[src/mqx_defs.vh]
// Constants for the multi-queue expansion and configuration block.
`ifndef MQX_DEFS_VH
`define MQX_DEFS_VH

`define MQX_ADDR_W          8
`define MQX_DEV_MSB         7
`define MQX_DEV_LSB         5
`define MQX_QUEUE_MSB       4
`define MQX_QUEUE_LSB       0
`define MQX_SECTOR_BIT      3

`define MQX_REG_CONTROL     8'h00
`define MQX_REG_STATUS      8'h04
`define MQX_REG_SELECT      8'h08

`define MQX_CTL_PROGRAMMED  0

`define MQX_ST_DEV_LSB      0
`define MQX_ST_IN_X9        3
`define MQX_ST_OUT_X9       4
`define MQX_ST_MASTER       5
`define MQX_ST_POLLED       6
`define MQX_ST_PROGRAMMED   7

`define MQX_SEL_WRQ_LSB     0
`define MQX_SEL_WR_VALID    5
`define MQX_SEL_RDQ_LSB     8
`define MQX_SEL_RD_OWNER    13
`define MQX_SEL_RD_VALID    14

`define MQX_RESP_OKAY       2'b00
`define MQX_RESP_DECERR     2'b11
`define MQX_DATA_ZERO       32'h0000_0000

`define MQX_PS_IDLE         2'b00
`define MQX_PS_SECTOR1      2'b01
`define MQX_PS_SECTOR2      2'b10

`endif

[src/mqx_flag_poll.v]
// Almost-full sector bus driver: polled token ring and direct sector selection.
`timescale 1ns/100ps
`include "mqx_defs.vh"

module mqx_flag_poll #(
   parameter SECTOR_W = 8
) (
   input  wire                    ref_clk,
   input  wire                    rst,
   input  wire                    poll_enable,
   input  wire                    poll_start,
   input  wire                    token_in,
   input  wire                    direct_enable,
   input  wire                    direct_select,
   input  wire                    direct_hit,
   input  wire                    direct_sector,
   input  wire [2*SECTOR_W-1:0]   flags_n,
   output reg  [SECTOR_W-1:0]     sector_bus,
   output reg                     sector_oe,
   output reg                     poll_sync,
   output reg                     token_out
);

   reg [1:0] state_reg;
   reg [1:0] state_next;

   always @* begin
      state_next = `MQX_PS_IDLE;
      if (poll_enable) begin
         case (state_reg)
            `MQX_PS_IDLE: begin
               if (token_in || poll_start) begin
                  state_next = `MQX_PS_SECTOR1;
               end
            end
            `MQX_PS_SECTOR1: begin
               state_next = `MQX_PS_SECTOR2;
            end
            `MQX_PS_SECTOR2: begin
               if (token_in) begin
                  state_next = `MQX_PS_SECTOR1;
               end
            end
            default: begin
               state_next = `MQX_PS_IDLE;
            end
         endcase
      end
   end

   always @(posedge ref_clk) begin
      if (rst) begin
         state_reg  <= `MQX_PS_IDLE;
         sector_bus <= {SECTOR_W{1'b1}};
         sector_oe  <= 1'b0;
         poll_sync  <= 1'b0;
         token_out  <= 1'b0;
      end else begin
         state_reg <= state_next;
         if (poll_enable) begin
            poll_sync <= (state_next == `MQX_PS_SECTOR1);
            token_out <= (state_next == `MQX_PS_SECTOR2);
            sector_oe <= (state_next != `MQX_PS_IDLE);
            if (state_next == `MQX_PS_SECTOR2) begin
               sector_bus <= flags_n[2*SECTOR_W-1:SECTOR_W];
            end else begin
               sector_bus <= flags_n[SECTOR_W-1:0];
            end
         end else begin
            poll_sync <= 1'b0;
            token_out <= 1'b0;
            if (!direct_enable) begin
               sector_oe <= 1'b0;
            end else if (direct_select) begin
               // A strobe aimed at another device releases the shared bus.
               sector_oe <= direct_hit;
            end
            if (direct_enable && direct_select && direct_hit) begin
               sector_bus <= direct_sector ? flags_n[2*SECTOR_W-1:SECTOR_W] : flags_n[SECTOR_W-1:0];
            end
         end
      end
   end

endmodule

[src/mqx_expansion.v]
// Top of the multi-queue configuration, address decode, expansion and read-output control block.
//
// Added by the designer: the register addresses and the AXI4-Lite interface to the registers.
`timescale 1ns/100ps
`include "mqx_defs.vh"

module mqx_expansion #(
   parameter QUEUES   = 16,
   parameter SECTOR_W = 8
) (
   input  wire                  ref_clk,
   input  wire                  rst,
   input  wire                  full_reset_n,
   input  wire [2:0]            device_number_pins,
   input  wire                  input_width_select,
   input  wire                  output_width_select,
   input  wire                  primary_device_select,
   input  wire                  flag_bus_polling_select,
   input  wire [7:0]            write_queue_address,
   input  wire                  write_address_enable,
   input  wire                  flag_strobe,
   input  wire [7:0]            read_queue_address,
   input  wire                  read_address_enable,
   input  wire                  output_drive_enable_n,
   input  wire                  read_queue_empty,
   input  wire [QUEUES-1:0]     queue_almost_full_n,
   input  wire                  flag_token_in,
   output wire                  flag_token_out,
   output wire [SECTOR_W-1:0]   almost_full_sector_bus,
   output wire                  almost_full_sector_oe,
   output wire                  almost_full_poll_sync,
   output reg                   read_data_oe,
   output reg                   read_valid_flag_n,
   output reg                   read_valid_flag_oe,
   output reg                   write_select_valid,
   output reg  [4:0]            write_queue_index,
   output reg                   read_select_valid,
   output reg  [4:0]            read_queue_index,
   output reg                   input_bus_x9,
   output reg                   output_bus_x9,
   input  wire [7:0]            s_axi_awaddr,
   input  wire [2:0]            s_axi_awprot,
   input  wire                  s_axi_awvalid,
   output reg                   s_axi_awready,
   input  wire [31:0]           s_axi_wdata,
   input  wire [3:0]            s_axi_wstrb,
   input  wire                  s_axi_wvalid,
   output reg                   s_axi_wready,
   output reg  [1:0]            s_axi_bresp,
   output reg                   s_axi_bvalid,
   input  wire                  s_axi_bready,
   input  wire [7:0]            s_axi_araddr,
   input  wire [2:0]            s_axi_arprot,
   input  wire                  s_axi_arvalid,
   output reg                   s_axi_arready,
   output reg  [31:0]           s_axi_rdata,
   output reg  [1:0]            s_axi_rresp,
   output reg                   s_axi_rvalid,
   input  wire                  s_axi_rready
);

   // Straps and state held by the device.
   reg  [2:0] device_number_reg;
   reg        master_reg;
   reg        polled_reg;
   reg        programmed_reg;
   reg        in_reset_reg;
   reg        kick_pending_reg;
   reg        rd_owner_reg;
   reg        ov_stage1_reg;
   reg        ov_owner_stage1_reg;

   // Register bus holding state.
   reg        aw_held_reg;
   reg        w_held_reg;
   reg  [7:0] aw_addr_reg;
   reg  [31:0] w_data_reg;
   reg  [3:0] w_strb_reg;

   wire       mr_active;
   wire       released;
   wire       wr_hit;
   wire       rd_hit;
   wire       wr_take;
   wire       rd_take;
   wire       poll_enable;
   wire       poll_start;
   wire       ctl_write;
   wire [31:0] status_word;
   wire [31:0] select_word;

   assign mr_active = ~full_reset_n;
   assign released  = in_reset_reg & full_reset_n;

   // Device field compared with the latched number; queue field picks a local queue.
   assign wr_hit  = (write_queue_address[`MQX_DEV_MSB:`MQX_DEV_LSB] == device_number_reg);
   assign rd_hit  = (read_queue_address[`MQX_DEV_MSB:`MQX_DEV_LSB] == device_number_reg);
   assign wr_take = write_address_enable & programmed_reg & ~mr_active;
   assign rd_take = read_address_enable & programmed_reg & ~mr_active;

   assign poll_enable = polled_reg & programmed_reg & ~mr_active;
   assign poll_start  = kick_pending_reg & poll_enable & master_reg;

   // Strap capture and master reset sequencing.
   always @(posedge ref_clk) begin
      if (rst) begin
         device_number_reg <= 3'h0;
         input_bus_x9      <= 1'b0;
         output_bus_x9     <= 1'b0;
         master_reg        <= 1'b0;
         polled_reg        <= 1'b0;
         in_reset_reg      <= 1'b0;
         kick_pending_reg  <= 1'b0;
      end else begin
         in_reset_reg <= mr_active;
         if (mr_active) begin
            device_number_reg <= device_number_pins;
            input_bus_x9      <= input_width_select;
            output_bus_x9     <= output_width_select;
            master_reg        <= primary_device_select;
            polled_reg        <= flag_bus_polling_select;
            kick_pending_reg  <= 1'b0;
         end else if (released) begin
            kick_pending_reg  <= master_reg;
         end else if (poll_start) begin
            kick_pending_reg  <= 1'b0;
         end
      end
   end

   // Queue selection on both ports, and ownership of the shared read outputs.
   always @(posedge ref_clk) begin
      if (rst) begin
         write_select_valid <= 1'b0;
         write_queue_index  <= 5'h00;
         read_select_valid  <= 1'b0;
         read_queue_index   <= 5'h00;
         rd_owner_reg       <= 1'b0;
      end else if (mr_active) begin
         write_select_valid <= 1'b0;
         read_select_valid  <= 1'b0;
         rd_owner_reg       <= 1'b0;
      end else begin
         if (released) begin
            rd_owner_reg <= master_reg;
         end
         if (wr_take) begin
            write_select_valid <= wr_hit;
            if (wr_hit) begin
               write_queue_index <= write_queue_address[`MQX_QUEUE_MSB:`MQX_QUEUE_LSB];
            end
         end
         if (rd_take) begin
            read_select_valid <= rd_hit;
            rd_owner_reg      <= rd_hit;
            if (rd_hit) begin
               read_queue_index <= read_queue_address[`MQX_QUEUE_MSB:`MQX_QUEUE_LSB];
            end
         end
      end
   end

   // Read data drive enable and the two-stage valid flag path.
   always @(posedge ref_clk) begin
      if (rst) begin
         read_data_oe        <= 1'b0;
         ov_stage1_reg       <= 1'b1;
         ov_owner_stage1_reg <= 1'b0;
         read_valid_flag_n   <= 1'b1;
         read_valid_flag_oe  <= 1'b0;
      end else begin
         read_data_oe <= rd_owner_reg & ~output_drive_enable_n & ~mr_active;
         if (rd_take && rd_hit) begin
            ov_stage1_reg <= 1'b1;
         end else begin
            ov_stage1_reg <= read_queue_empty;
         end
         ov_owner_stage1_reg <= rd_owner_reg & ~mr_active;
         read_valid_flag_n   <= ov_stage1_reg;
         read_valid_flag_oe  <= ov_owner_stage1_reg & ~mr_active;
      end
   end

   mqx_flag_poll #(
      .SECTOR_W (SECTOR_W)
   ) u_flag_poll (
      .ref_clk       (ref_clk),
      .rst           (rst | mr_active),
      .poll_enable   (poll_enable),
      .poll_start    (poll_start),
      .token_in      (flag_token_in),
      .direct_enable (~polled_reg & programmed_reg & ~mr_active),
      .direct_select (flag_strobe & write_address_enable),
      .direct_hit    (wr_hit),
      .direct_sector (write_queue_address[`MQX_SECTOR_BIT]),
      .flags_n       (queue_almost_full_n[2*SECTOR_W-1:0]),
      .sector_bus    (almost_full_sector_bus),
      .sector_oe     (almost_full_sector_oe),
      .poll_sync     (almost_full_poll_sync),
      .token_out     (flag_token_out)
   );

   // Register bus: write address and data are taken in either order.
   assign ctl_write = aw_held_reg & w_held_reg & ~s_axi_bvalid;

   always @(posedge ref_clk) begin
      if (rst) begin
         aw_held_reg    <= 1'b0;
         w_held_reg     <= 1'b0;
         aw_addr_reg    <= 8'h00;
         w_data_reg     <= `MQX_DATA_ZERO;
         w_strb_reg     <= 4'h0;
         s_axi_awready  <= 1'b1;
         s_axi_wready   <= 1'b1;
         s_axi_bvalid   <= 1'b0;
         s_axi_bresp    <= `MQX_RESP_OKAY;
         programmed_reg <= 1'b0;
      end else begin
         if (s_axi_awvalid && s_axi_awready) begin
            aw_held_reg   <= 1'b1;
            aw_addr_reg   <= s_axi_awaddr;
            s_axi_awready <= 1'b0;
         end
         if (s_axi_wvalid && s_axi_wready) begin
            w_held_reg   <= 1'b1;
            w_data_reg   <= s_axi_wdata;
            w_strb_reg   <= s_axi_wstrb;
            s_axi_wready <= 1'b0;
         end
         if (ctl_write) begin
            aw_held_reg  <= 1'b0;
            w_held_reg   <= 1'b0;
            s_axi_bvalid <= 1'b1;
            case (aw_addr_reg)
               `MQX_REG_CONTROL, `MQX_REG_STATUS, `MQX_REG_SELECT: begin
                  s_axi_bresp <= `MQX_RESP_OKAY;
               end
               default: begin
                  s_axi_bresp <= `MQX_RESP_DECERR;
               end
            endcase
         end
         if (s_axi_bvalid && s_axi_bready) begin
            s_axi_bvalid  <= 1'b0;
            s_axi_awready <= 1'b1;
            s_axi_wready  <= 1'b1;
         end
         // Programming is lost with every master reset and must be redone.
         if (mr_active) begin
            programmed_reg <= 1'b0;
         end else if (ctl_write && aw_addr_reg == `MQX_REG_CONTROL && w_strb_reg[0]) begin
            programmed_reg <= w_data_reg[`MQX_CTL_PROGRAMMED];
         end
      end
   end

   assign status_word = {24'h00_0000, programmed_reg, polled_reg, master_reg, output_bus_x9,
                         input_bus_x9, device_number_reg};
   assign select_word = {17'h0_0000, read_select_valid, rd_owner_reg, read_queue_index,
                         2'b00, write_select_valid, write_queue_index};

   // Register bus: one read at a time, answered the cycle after it is taken.
   always @(posedge ref_clk) begin
      if (rst) begin
         s_axi_arready <= 1'b1;
         s_axi_rvalid  <= 1'b0;
         s_axi_rdata   <= `MQX_DATA_ZERO;
         s_axi_rresp   <= `MQX_RESP_OKAY;
      end else begin
         if (s_axi_arvalid && s_axi_arready) begin
            s_axi_arready <= 1'b0;
            s_axi_rvalid  <= 1'b1;
            s_axi_rresp   <= `MQX_RESP_OKAY;
            case (s_axi_araddr)
               `MQX_REG_CONTROL: begin
                  s_axi_rdata <= {31'h0000_0000, programmed_reg};
               end
               `MQX_REG_STATUS: begin
                  s_axi_rdata <= status_word;
               end
               `MQX_REG_SELECT: begin
                  s_axi_rdata <= select_word;
               end
               default: begin
                  s_axi_rdata <= `MQX_DATA_ZERO;
                  s_axi_rresp <= `MQX_RESP_DECERR;
               end
            endcase
         end
         if (s_axi_rvalid && s_axi_rready) begin
            s_axi_rvalid  <= 1'b0;
            s_axi_arready <= 1'b1;
         end
      end
   end

endmodule

[config.mk]
export PLATFORM = sky130hd
export DESIGN_NAME = mqx_expansion
export DESIGN_NICKNAME = d
export VERILOG_FILES = /design/src/mqx_flag_poll.v /design/src/mqx_expansion.v
export VERILOG_INCLUDE_DIRS = /design/src /design/src/src
export SDC_FILE = /design/constraint.sdc
export NUM_CORES = 1
export LEC_CHECK = 0
export BUFFER_PORTS_ARGS = -buffer_cell sky130_fd_sc_hd__buf_2
export CORE_ASPECT_RATIO = 1.1
export CORE_MARGIN = 4
export CORE_UTILIZATION = 35
export CTS_CLUSTER_DIAMETER = 30
export DETAILED_ROUTE_END_ITERATION = 16
export PLACE_DENSITY = 0.66
export SYNTH_ARGS = -nofsm -noshare
export SYNTH_HDL_FRONTEND = slang
export SYNTH_SLANG_ARGS = --single-unit
[constraint.sdc]
create_clock -name ref_clk -period 3.6 [get_ports ref_clk]
set_input_delay 0.9 -clock ref_clk [delete_from_list [all_inputs] [get_ports ref_clk]]
set_output_delay 0.9 -clock ref_clk [all_outputs]
set_load 0.02 [all_outputs]
======== Word level (Yosys, flattened, before mapping) ========
Index checks and enable logic that the tools add are counted.
operators by class
  multipliers ............................. 0
  $add $sub $neg .......................... 0
  divide/modulo/power cells ............... 0
  multiplexer cells ....................... 18
  order comparisons ....................... 0
  bitwise logic cells ..................... 24
  shift-type cells ........................ 0
  reductions and logical operators ........ 28
  eq/ne operators ......................... 11
operators by type and width
  operator                                                                number
  15-bit one-hot mux with 3 select lines                                  1
  8-bit 2-to-1 mux                                                        4
  1-bit AND                                                               18
  8-bit by 3-bit equality test with 1-bit output (second input constant)  2
  8-bit by 4-bit equality test with 1-bit output (second input constant)  2
  8-bit zero test                                                         2
  2-bit OR reduction                                                      6
  1-bit logical AND                                                       10
  1-bit 2-to-1 mux                                                        9
  2-bit nonzero test                                                      4
  3-bit equality test                                                     2
  2-bit 2-to-1 mux                                                        3
  2-bit one-hot mux with 3 select lines                                   1
  3-bit AND reduction                                                     2
  3-bit OR reduction                                                      2
  1-bit inverter                                                          5
  2-bit by 1-bit equality test with 1-bit output (second input constant)  2
  2-bit equality test (second input constant)                             2
  3-bit inequality test (second input constant)                           1
  2-bit zero test                                                         1
  1-bit logical OR                                                        1
  1-bit OR                                                                1
storage, ports and cells
  ROM bits ................................ 0
  latch bits .............................. 0
  memories ................................ 0
  word-level logic and storage cells ...... 117
  flip-flop bits (word level) ............. 94
  memory bits (writable) .................. 0
  input bits .............................. 111

======== Depth between registers and ports, before layout ========
Gate-level depths: netlist of the first run.
  depth after elaboration ................. 11
  depth in mapped cells ................... 6
  mapped depth without buffers ............ 4

======== By module ========
A second synthesis of the first run with hierarchy kept.
unflattened totals
  cells, all modules ...................... 370
  area total of the unflattened synthesis .. 3,434.5 um2
modules (own cells, without submodules)
  module         cells an instance  times used  area each (um2)
  mqx_expansion  302                1           2,813.9
  mqx_flag_poll  68                 1           620.6

======== Worst setup path before layout of the first run ========
No wires, ideal clock.
  kind .................................... in2reg
  from .................................... input port s_axi_araddr[7]
  to ...................................... register s_axi_rdata[10]
  stages on the path ...................... 4
  arrival ................................. 1.970 ns
  data required time ...................... 3.535 ns
  slack ................................... 1.564 ns
  path through ............................ or4_4 nor4b_4 a22oi_1 nor2_1
on the way
  word-level cells in the longest chain between the ends .. 2
  elaborated cells on any way between the ends .. 4
ends and longest elaborated chain
  item                                                                          RTL line             source
  start, declared                                                               mqx_expansion.v:52   input wire [7:0] s_axi_araddr,
  8-bit by 4-bit equality test with 1-bit output, or another cell as far along  mqx_expansion.v:274  case (s_axi_araddr)
  15-bit one-hot mux with 3 select lines (*)                                    mqx_expansion.v:274
  end signal, assigned                                                          mqx_expansion.v:276  s_axi_rdata <= {31'h0000_0000, programmed_reg};
  end signal, assigned                                                          mqx_expansion.v:279  s_axi_rdata <= status_word;
  end signal, assigned                                                          mqx_expansion.v:282  s_axi_rdata <= select_word;
  end, declared                                                                 mqx_expansion.v:56   output reg [31:0] s_axi_rdata,
Mark *: on every way between the ends. The rest lies on a longest branch, timed or not.
A chain may end at the register's enable or synchronous reset.

======== Final worst setup path of the first run ========
  from .................................... input port full_reset_n
  to ...................................... register u_flag_poll.sector_bus[2]
on the way
  word-level cells in the longest chain between the ends .. 10
  elaborated cells on any way between the ends .. 16
ends and longest elaborated chain
  item                                   RTL line             source
  start, declared                        mqx_expansion.v:13   input wire full_reset_n,
  1-bit AND                              mqx_expansion.v:101  assign poll_enable = polled_reg & programmed_reg & ~mr_active;
  1-bit AND (2 in series)                mqx_expansion.v:102  assign poll_start = kick_pending_reg & poll_enable & master_reg;
  1-bit logical OR                       mqx_flag_poll.v:32   if (token_in || poll_start) begin
  1-bit 2-to-1 mux                       mqx_flag_poll.v:32
  2-bit one-hot mux with 3 select lines  mqx_flag_poll.v:30   case (state_reg)
  2-bit 2-to-1 mux                       mqx_flag_poll.v:29   if (poll_enable) begin
  2-bit equality test (no source line)   -
  8-bit 2-to-1 mux                       mqx_flag_poll.v:64   if (state_next == `MQX_PS_SECTOR2) begin
  8-bit 2-to-1 mux                       mqx_flag_poll.v:60   if (poll_enable) begin
  end signal, assigned                   mqx_flag_poll.v:65   sector_bus <= flags_n[2*SECTOR_W-1:SECTOR_W];
  end signal, assigned                   mqx_flag_poll.v:67   sector_bus <= flags_n[SECTOR_W-1:0];
  end signal, assigned                   mqx_flag_poll.v:79   sector_bus <= direct_sector ? flags_n[2*SECTOR_W-1:SECTOR_W] : flags_n[SECTOR_W-1:0];
  end, declared                          mqx_flag_poll.v:18   output reg [SECTOR_W-1:0] sector_bus,
Parallel ways exist; a longest one is shown, timed or not.

==> flow_summary.yaml, run 1 <==
outcome:
  status: "finished, final reports clean"
yosys:
  syn_area_per_cell_um2: 9.566
  netlist.top_cell.by_area: "dfxtp_1"
  syn_inst: 330
  synth_top_area_frac: 0.4756
  synth_top_family_by_area: "simple AND/OR/NAND/NOR gates"
  synthesis.area_um2: 3157
  synthAdderAreaFrac: 0
  synth_area_leaders: "dfxtp_1 (48%), mux2i_1 (8.6%), buf_4 (5.0%), nor2_1 (4.4%), a21oi_1 (4.3%)"
  synth_cell_types: 42
  synth-seq-cells: 75
  synth_xor_area_frac: 0.02140
  yosys_warnings: 0
  yosys.area_share.simple: 0.1847
  yosysSeqAreaShare: 0.4756
  synth_mux_area_frac: 0.09275
  synth_compound_area_frac: 0.1451
routing:
  ant_nets: 0
  wl_mm: 7.934
  wl_per_cell_um: 14.07
  drt_iter0_drc: 120
  post-route-drc-count: 0
  first_pass_iters: 4
  vias: 2699
  viasPerCell: 4.785
clock_network:
  cts_resized: 0
  cts_buffer_depth: 2
  htreeDepth: 3
  cts-root-buf: "clkbuf_8"
  clk_pin_slew_ns: 0.07
  cts_made_buffers: 9
  cts_hold_buffers: 0
  clk_latency_ns: 0.34
  tritoncts: "done"
  postCtsSetupBuffers: 0
  clock-sinks: 75
sta:
  min_period_ns: 2.077
  fin_ws_ns: 1.523
  drv_slew: 0
  skew_ns: 0.005801
  worst_pin_slew_ns: 0.6988
  slew_headroom: 0.5306
  max_freq_ghz: 0.4816
  finalSetupViolCount: 0
  timing.final.crit_share: 0.5768
  grt_setup_unrepaired: "no"
  setup-tns-final_ns: 0
  finalHoldViolations: 0
worst_setup_path:
  start_kind: "primary input"
  critical_path_arrival_ns: 2.30
  r2r_slack_ns: 1.81
  crit_path_end_kind: "flip-flop"
  required_ns: 3.82
  worstSetupPathType: "primary input to flip-flop"
  crit_fanout: 14
final_layout:
  fin_cells: 564
  syn2layout_area_growth_pct: 27.03
  diodes: 0
  largest_reg_flops: 15
  final_area_um2: 4010
  nets: 556
  drive_above_1_share: 0.3556
  final_util: 0.4542
floorplan:
  rows: 36
  io_pins: 180
  die_h_um: 107.6
  fp.dieW_um: 98.55
  initial_core_util: 0.3576
  die_area_um2: 10600
  coreArea_um2: 8828
power:
  ir_drop_v: 0.0002163
  leakagePower_nw: 1.793
  power_density_nw_per_um2: 453.5
flow_run:
  drv_cap: 0
grt:
  grt_max_degree: 50
  gr-total-overflow: 0
  first_global_vias: 2635
  antenna_found_initial: 0
  grt_use_total: 0.1517
  grt_first_pass_wirelength_mm: 12.73
placed_design:
  routabilityCongestion: 0.7878
  place_area_um2: 3769
  dp_hpwl_mm: 6.032
  dp_slack_ns: 1.139
  place_inst: 548
  numPortBuffers: 122
min_path:
  worst_hold_path_type: "flip-flop to flip-flop"
## cells in the mapped netlist
library cell,n
dfxtp_1,75
nor2_1,37
a21oi_1,27
mux2i_1,27
nand2_1,27
buf_4,21
nand3_1,20
clkbuf_1,13
inv_1,9
a2bb2oi_2,8
a22oi_1,7
nor3_1,7
a22o_1,5
nand4_1,4
o21ai_0,4
xor2_1,4
a211oi_1,2
buf_2,2
mux2_2,2
nand2b_1,2
nor2b_1,2
nor4_1,2
nor4_4,2
or2_2,2
xor2_2,2
a211o_1,1
a211o_4,1
a221o_1,1
a311oi_1,1
and2_1,1
and3b_1,1
conb_1,1
nand3b_1,1
nor2_2,1
nor3b_1,1
nor4_2,1
nor4b_4,1
o21ba_1,1
o21bai_1,1
o2bb2ai_1,1
or3_1,1
or4_4,1
## per-layer routing
layer | part of all wire | track usage | wire length, um
met3 | 0.065 | 0.04601 | 515
met2 | 0.50 | 0.2522 | 3928
met4 | 0.022 | 0.07024 | 173
met1 | 0.42 | 0.1791 | 3317
met5 | 0 | 0 | 0
## stage by stage
step | power [mW] | hold slack (ns)
after floorplan | 1.011 | 0.3895
after global placement | 1.060 | 0.3925
after detailed placement | 1.065 | 0.3980
after CTS | 1.844 | 0.4181
after global routing | 1.898 | 0.4306
final | 1.818 | 0.4130
## layout make-up
| class | count | area [um^2] |
|---|---|---|
| clock buffers | 11 | 141.4 |
| clock inverters | 5 | 100.1 |
| fillers | 889 | 4818 |
| inverters | 9 | 33.78 |
| multi-input cells | 226 | 1465 |
| flip-flops and latches | 75 | 1501 |
| well taps | 114 | 142.6 |
| repair buffers | 124 | 625.6 |
## cells in the final DEF, fill, tap and decap left out, types with 3 or more instances in the layout
cell	synthesis	layout
a21oi_1	27	27
a22o_1	5	5
a22oi_1	7	7
a2bb2oi_2	8	8
buf_2	2	122
bufinv_16	0	3
clkbuf_8	0	10
conb_1	1	17
dfxtp_1	75	75
inv_1	9	9
mux2i_1	27	27
nand2_1	27	27
nand3_1	20	20
nand4_1	4	4
nor2_1	37	37
nor3_1	7	7
o21ai_0	4	4
xor2_1	4	4
## power breakdown
group	total, mW	switching, mW	internal (mW)
combinational	0.176	0.107	0.0696
clock	0.774	0.297	0.477
sequential	0.868	0.0185	0.849
## worst paths after layout
| kind | from | to | cells past startpoint |
|---|---|---|---|
| max | full_reset_n | u_flag_poll.sector_bus[2] | 5 |
| min | ov_stage1_reg | read_valid_flag_n | 1 |
| max reg2reg | programmed_reg | u_flag_poll.sector_bus[2] | 4 |
| min reg2reg | ov_stage1_reg | read_valid_flag_n | 1 |
## worst max-delay path, stage by stage
cell and delay (ns):
buf_2 0.30, nand3_1 0.29, mux2_2 0.46, mux2i_1 0.27, a2bb2oi_2 0.08
## cell families (layout without fill, tap and decap cells)
kind of cell,after synthesis,count (layout)
other,1,17
buffers and inverters,45,149
AND/OR/NAND/NOR,114,114
multiplexers,29,29
AO/OA/AOI/OAI,60,60
XOR/XNOR,6,6
flip-flops,75,75
Power figures use the tool's default switching activity.
==> run 2: changes to the inputs <==
- clock period: 3.6 -> 2 ns (I/O delays scaled with it)
==> run 2 against run 1 <==
Critical path depth fell by 1. Cell area rose by 0.22%. Global-route usage fell by 0.28 points. Total power rose by 60%. Via count fell by 0.11%. Largest cell class unchanged. Highest routed layer unchanged.
==> flow_summary.yaml, run 2 (synthesis gave the netlist of run 1 again) <==
grt:
  grt_use_total: 0.1489
  grt_first_pass_wirelength_mm: 12.45
  antenna_found_initial: 0
  gr-usage-met1: 0.1781
  grt-busiest-layer: "met2"
  grt_max_degree: 27
  gr-usage-met3: 0.05314
  gr-total-overflow: 0
  use_met2: 0.2493
  first_global_vias: 2619
clock_network:
  cts_made_buffers: 9
  clk_pin_slew_ns: 0.09
  tritoncts: "done"
  postCtsSetupBuffers: 0
  cts_resized: 0
  htreeDepth: 3
  cts_hold_buffers: 0
  cts_buffer_depth: 2
  clock-sinks: 75
  cts-root-buf: "clkbuf_8"
  clk_latency_ns: 0.35
sta:
  min_period_ns: 1.621
  skew_ns: 0.01771
  max_freq_ghz: 0.6170
  finalHoldViolations: 0
  drv_slew: 0
  finalSetupViolCount: 0
  worst_pin_slew_ns: 0.5256
  timing.final.crit_share: 0.8103
  grt_setup_unrepaired: "no"
  setup-tns-final_ns: 0
  slew_headroom: 0.6470
flow_run:
  drv_cap: 0
power:
  power.total_mw: 2.910
  leakagePower_nw: 1.809
  power_density_nw_per_um2: 724.2
  ir_drop_v: 0.0003125
routing:
  wl_per_cell_um: 13.83
  first_pass_iters: 4
  viasPerCell: 4.697
  vias: 2696
  ant_nets: 0
  wl_mm: 7.938
  post-route-drc-count: 0
  drt_iter0_drc: 81
floorplan:
  die_area_um2: 10600
  coreArea_um2: 8828
  initial_core_util: 0.3576
  fp.dieW_um: 98.55
  rows: 36
  die_h_um: 107.6
  io_pins: 180
final_layout:
  fin_cells: 574
  final_cell_mix: "buf_2 (122), dfxtp_1 (75), nor2_1 (37)"
  final_common_cell: "buf_2"
  syn2layout_area_growth_pct: 27.31
  drive_above_1_share: 0.3717
  diodes: 0
  largest_reg_flops: 15
  nets: 567
worst_setup_path:
  crit_fanout: 8
  crit_path_end_kind: "flip-flop"
  required_ns: 2.23
  critical_path_arrival_ns: 1.85
  worstSetupPathType: "flip-flop to flip-flop"
  start_kind: "flip-flop"
placed_design:
  place_inst: 559
  routabilityCongestion: 0.7642
  dp_hpwl_mm: 6.112
  numPortBuffers: 122
outcome:
  status: "finished, final reports clean"
min_path:
  worst_hold_path_type: "primary input to flip-flop"
==> run 2: cell count changes in the layout (fill, tap and decap cells not counted) <==
cell / previous run / this run
buf_4: 2 / 13
bufinv_16: 3 / 0
clkinvlp_4: 0 / 2
clkbuf_1: 1 / 0
clkinv_2: 2 / 3
==> run 2: layout make-up <==
| class | instances | area (um^2) |
|---|---|---|
| inverters | 9 | 33.78 |
| repair buffers | 135 | 708.2 |
| well taps | 114 | 142.6 |
| multi-input cells | 226 | 1465 |
| clock inverters | 5 | 30.03 |
| fillers | 868 | 4810 |
| clock buffers | 10 | 137.6 |
| flip-flops and latches | 75 | 1501 |
==> run 2: through the flow <==
| step | instance area (um^2) | hold slack, ns | worst slack (ns) | util |
|---|---|---|---|---|
| 6_report | 4019 | 0.3047 | 0.3794 | 0.4552 |
| 5_1_grt | 4019 | 0.2885 | 0.3221 | 0.4552 |
| 3_5_place_dp | 3851 | 0.3971 | 0.1091 | 0.4362 |
| 2_1_floorplan | 3217 | 0.3895 | 0.3643 | - |
| 3_3_place_gp | 3851 | 0.3923 | 0.1447 | 0.4362 |
| 4_1_cts | 4019 | 0.2875 | 0.3866 | 0.4552 |
==> run 2: final timing paths <==
check	depth (start not counted)	from	slack (ns)	end
max	4	device_number_reg[2]	0.38	u_flag_poll.sector_bus[3]
min	2	output_drive_enable_n	0.30	read_data_oe
max reg2reg	4	device_number_reg[2]	0.38	u_flag_poll.sector_bus[3]
min reg2reg	1	ov_stage1_reg	0.41	read_valid_flag_n
==> run 2: worst max-delay path, cell delays in order (launching register included) <==
cell       delay, ns
dfxtp_1         0.44
xor2_1          0.37
nor4_2          0.11
a211o_4         0.42
a2bb2oi_2       0.15
==> run 2: report_power, final <==
group	switching, mW	internal [mW]	leakage, nW
Combinational	0.197	0.134	1.11
Sequential	0.0295	1.53	0.610
Clock	0.551	0.471	0.0839
==> run 2: per-layer routing <==
metal  vias to the layer above  share of wire  wire length, um
met3                         8          0.068              536
met2                        85           0.48             3824
met4                         0          0.017              136
met5                         -              0                0
met1                      1239           0.43             3441
li1                       1364              -                -
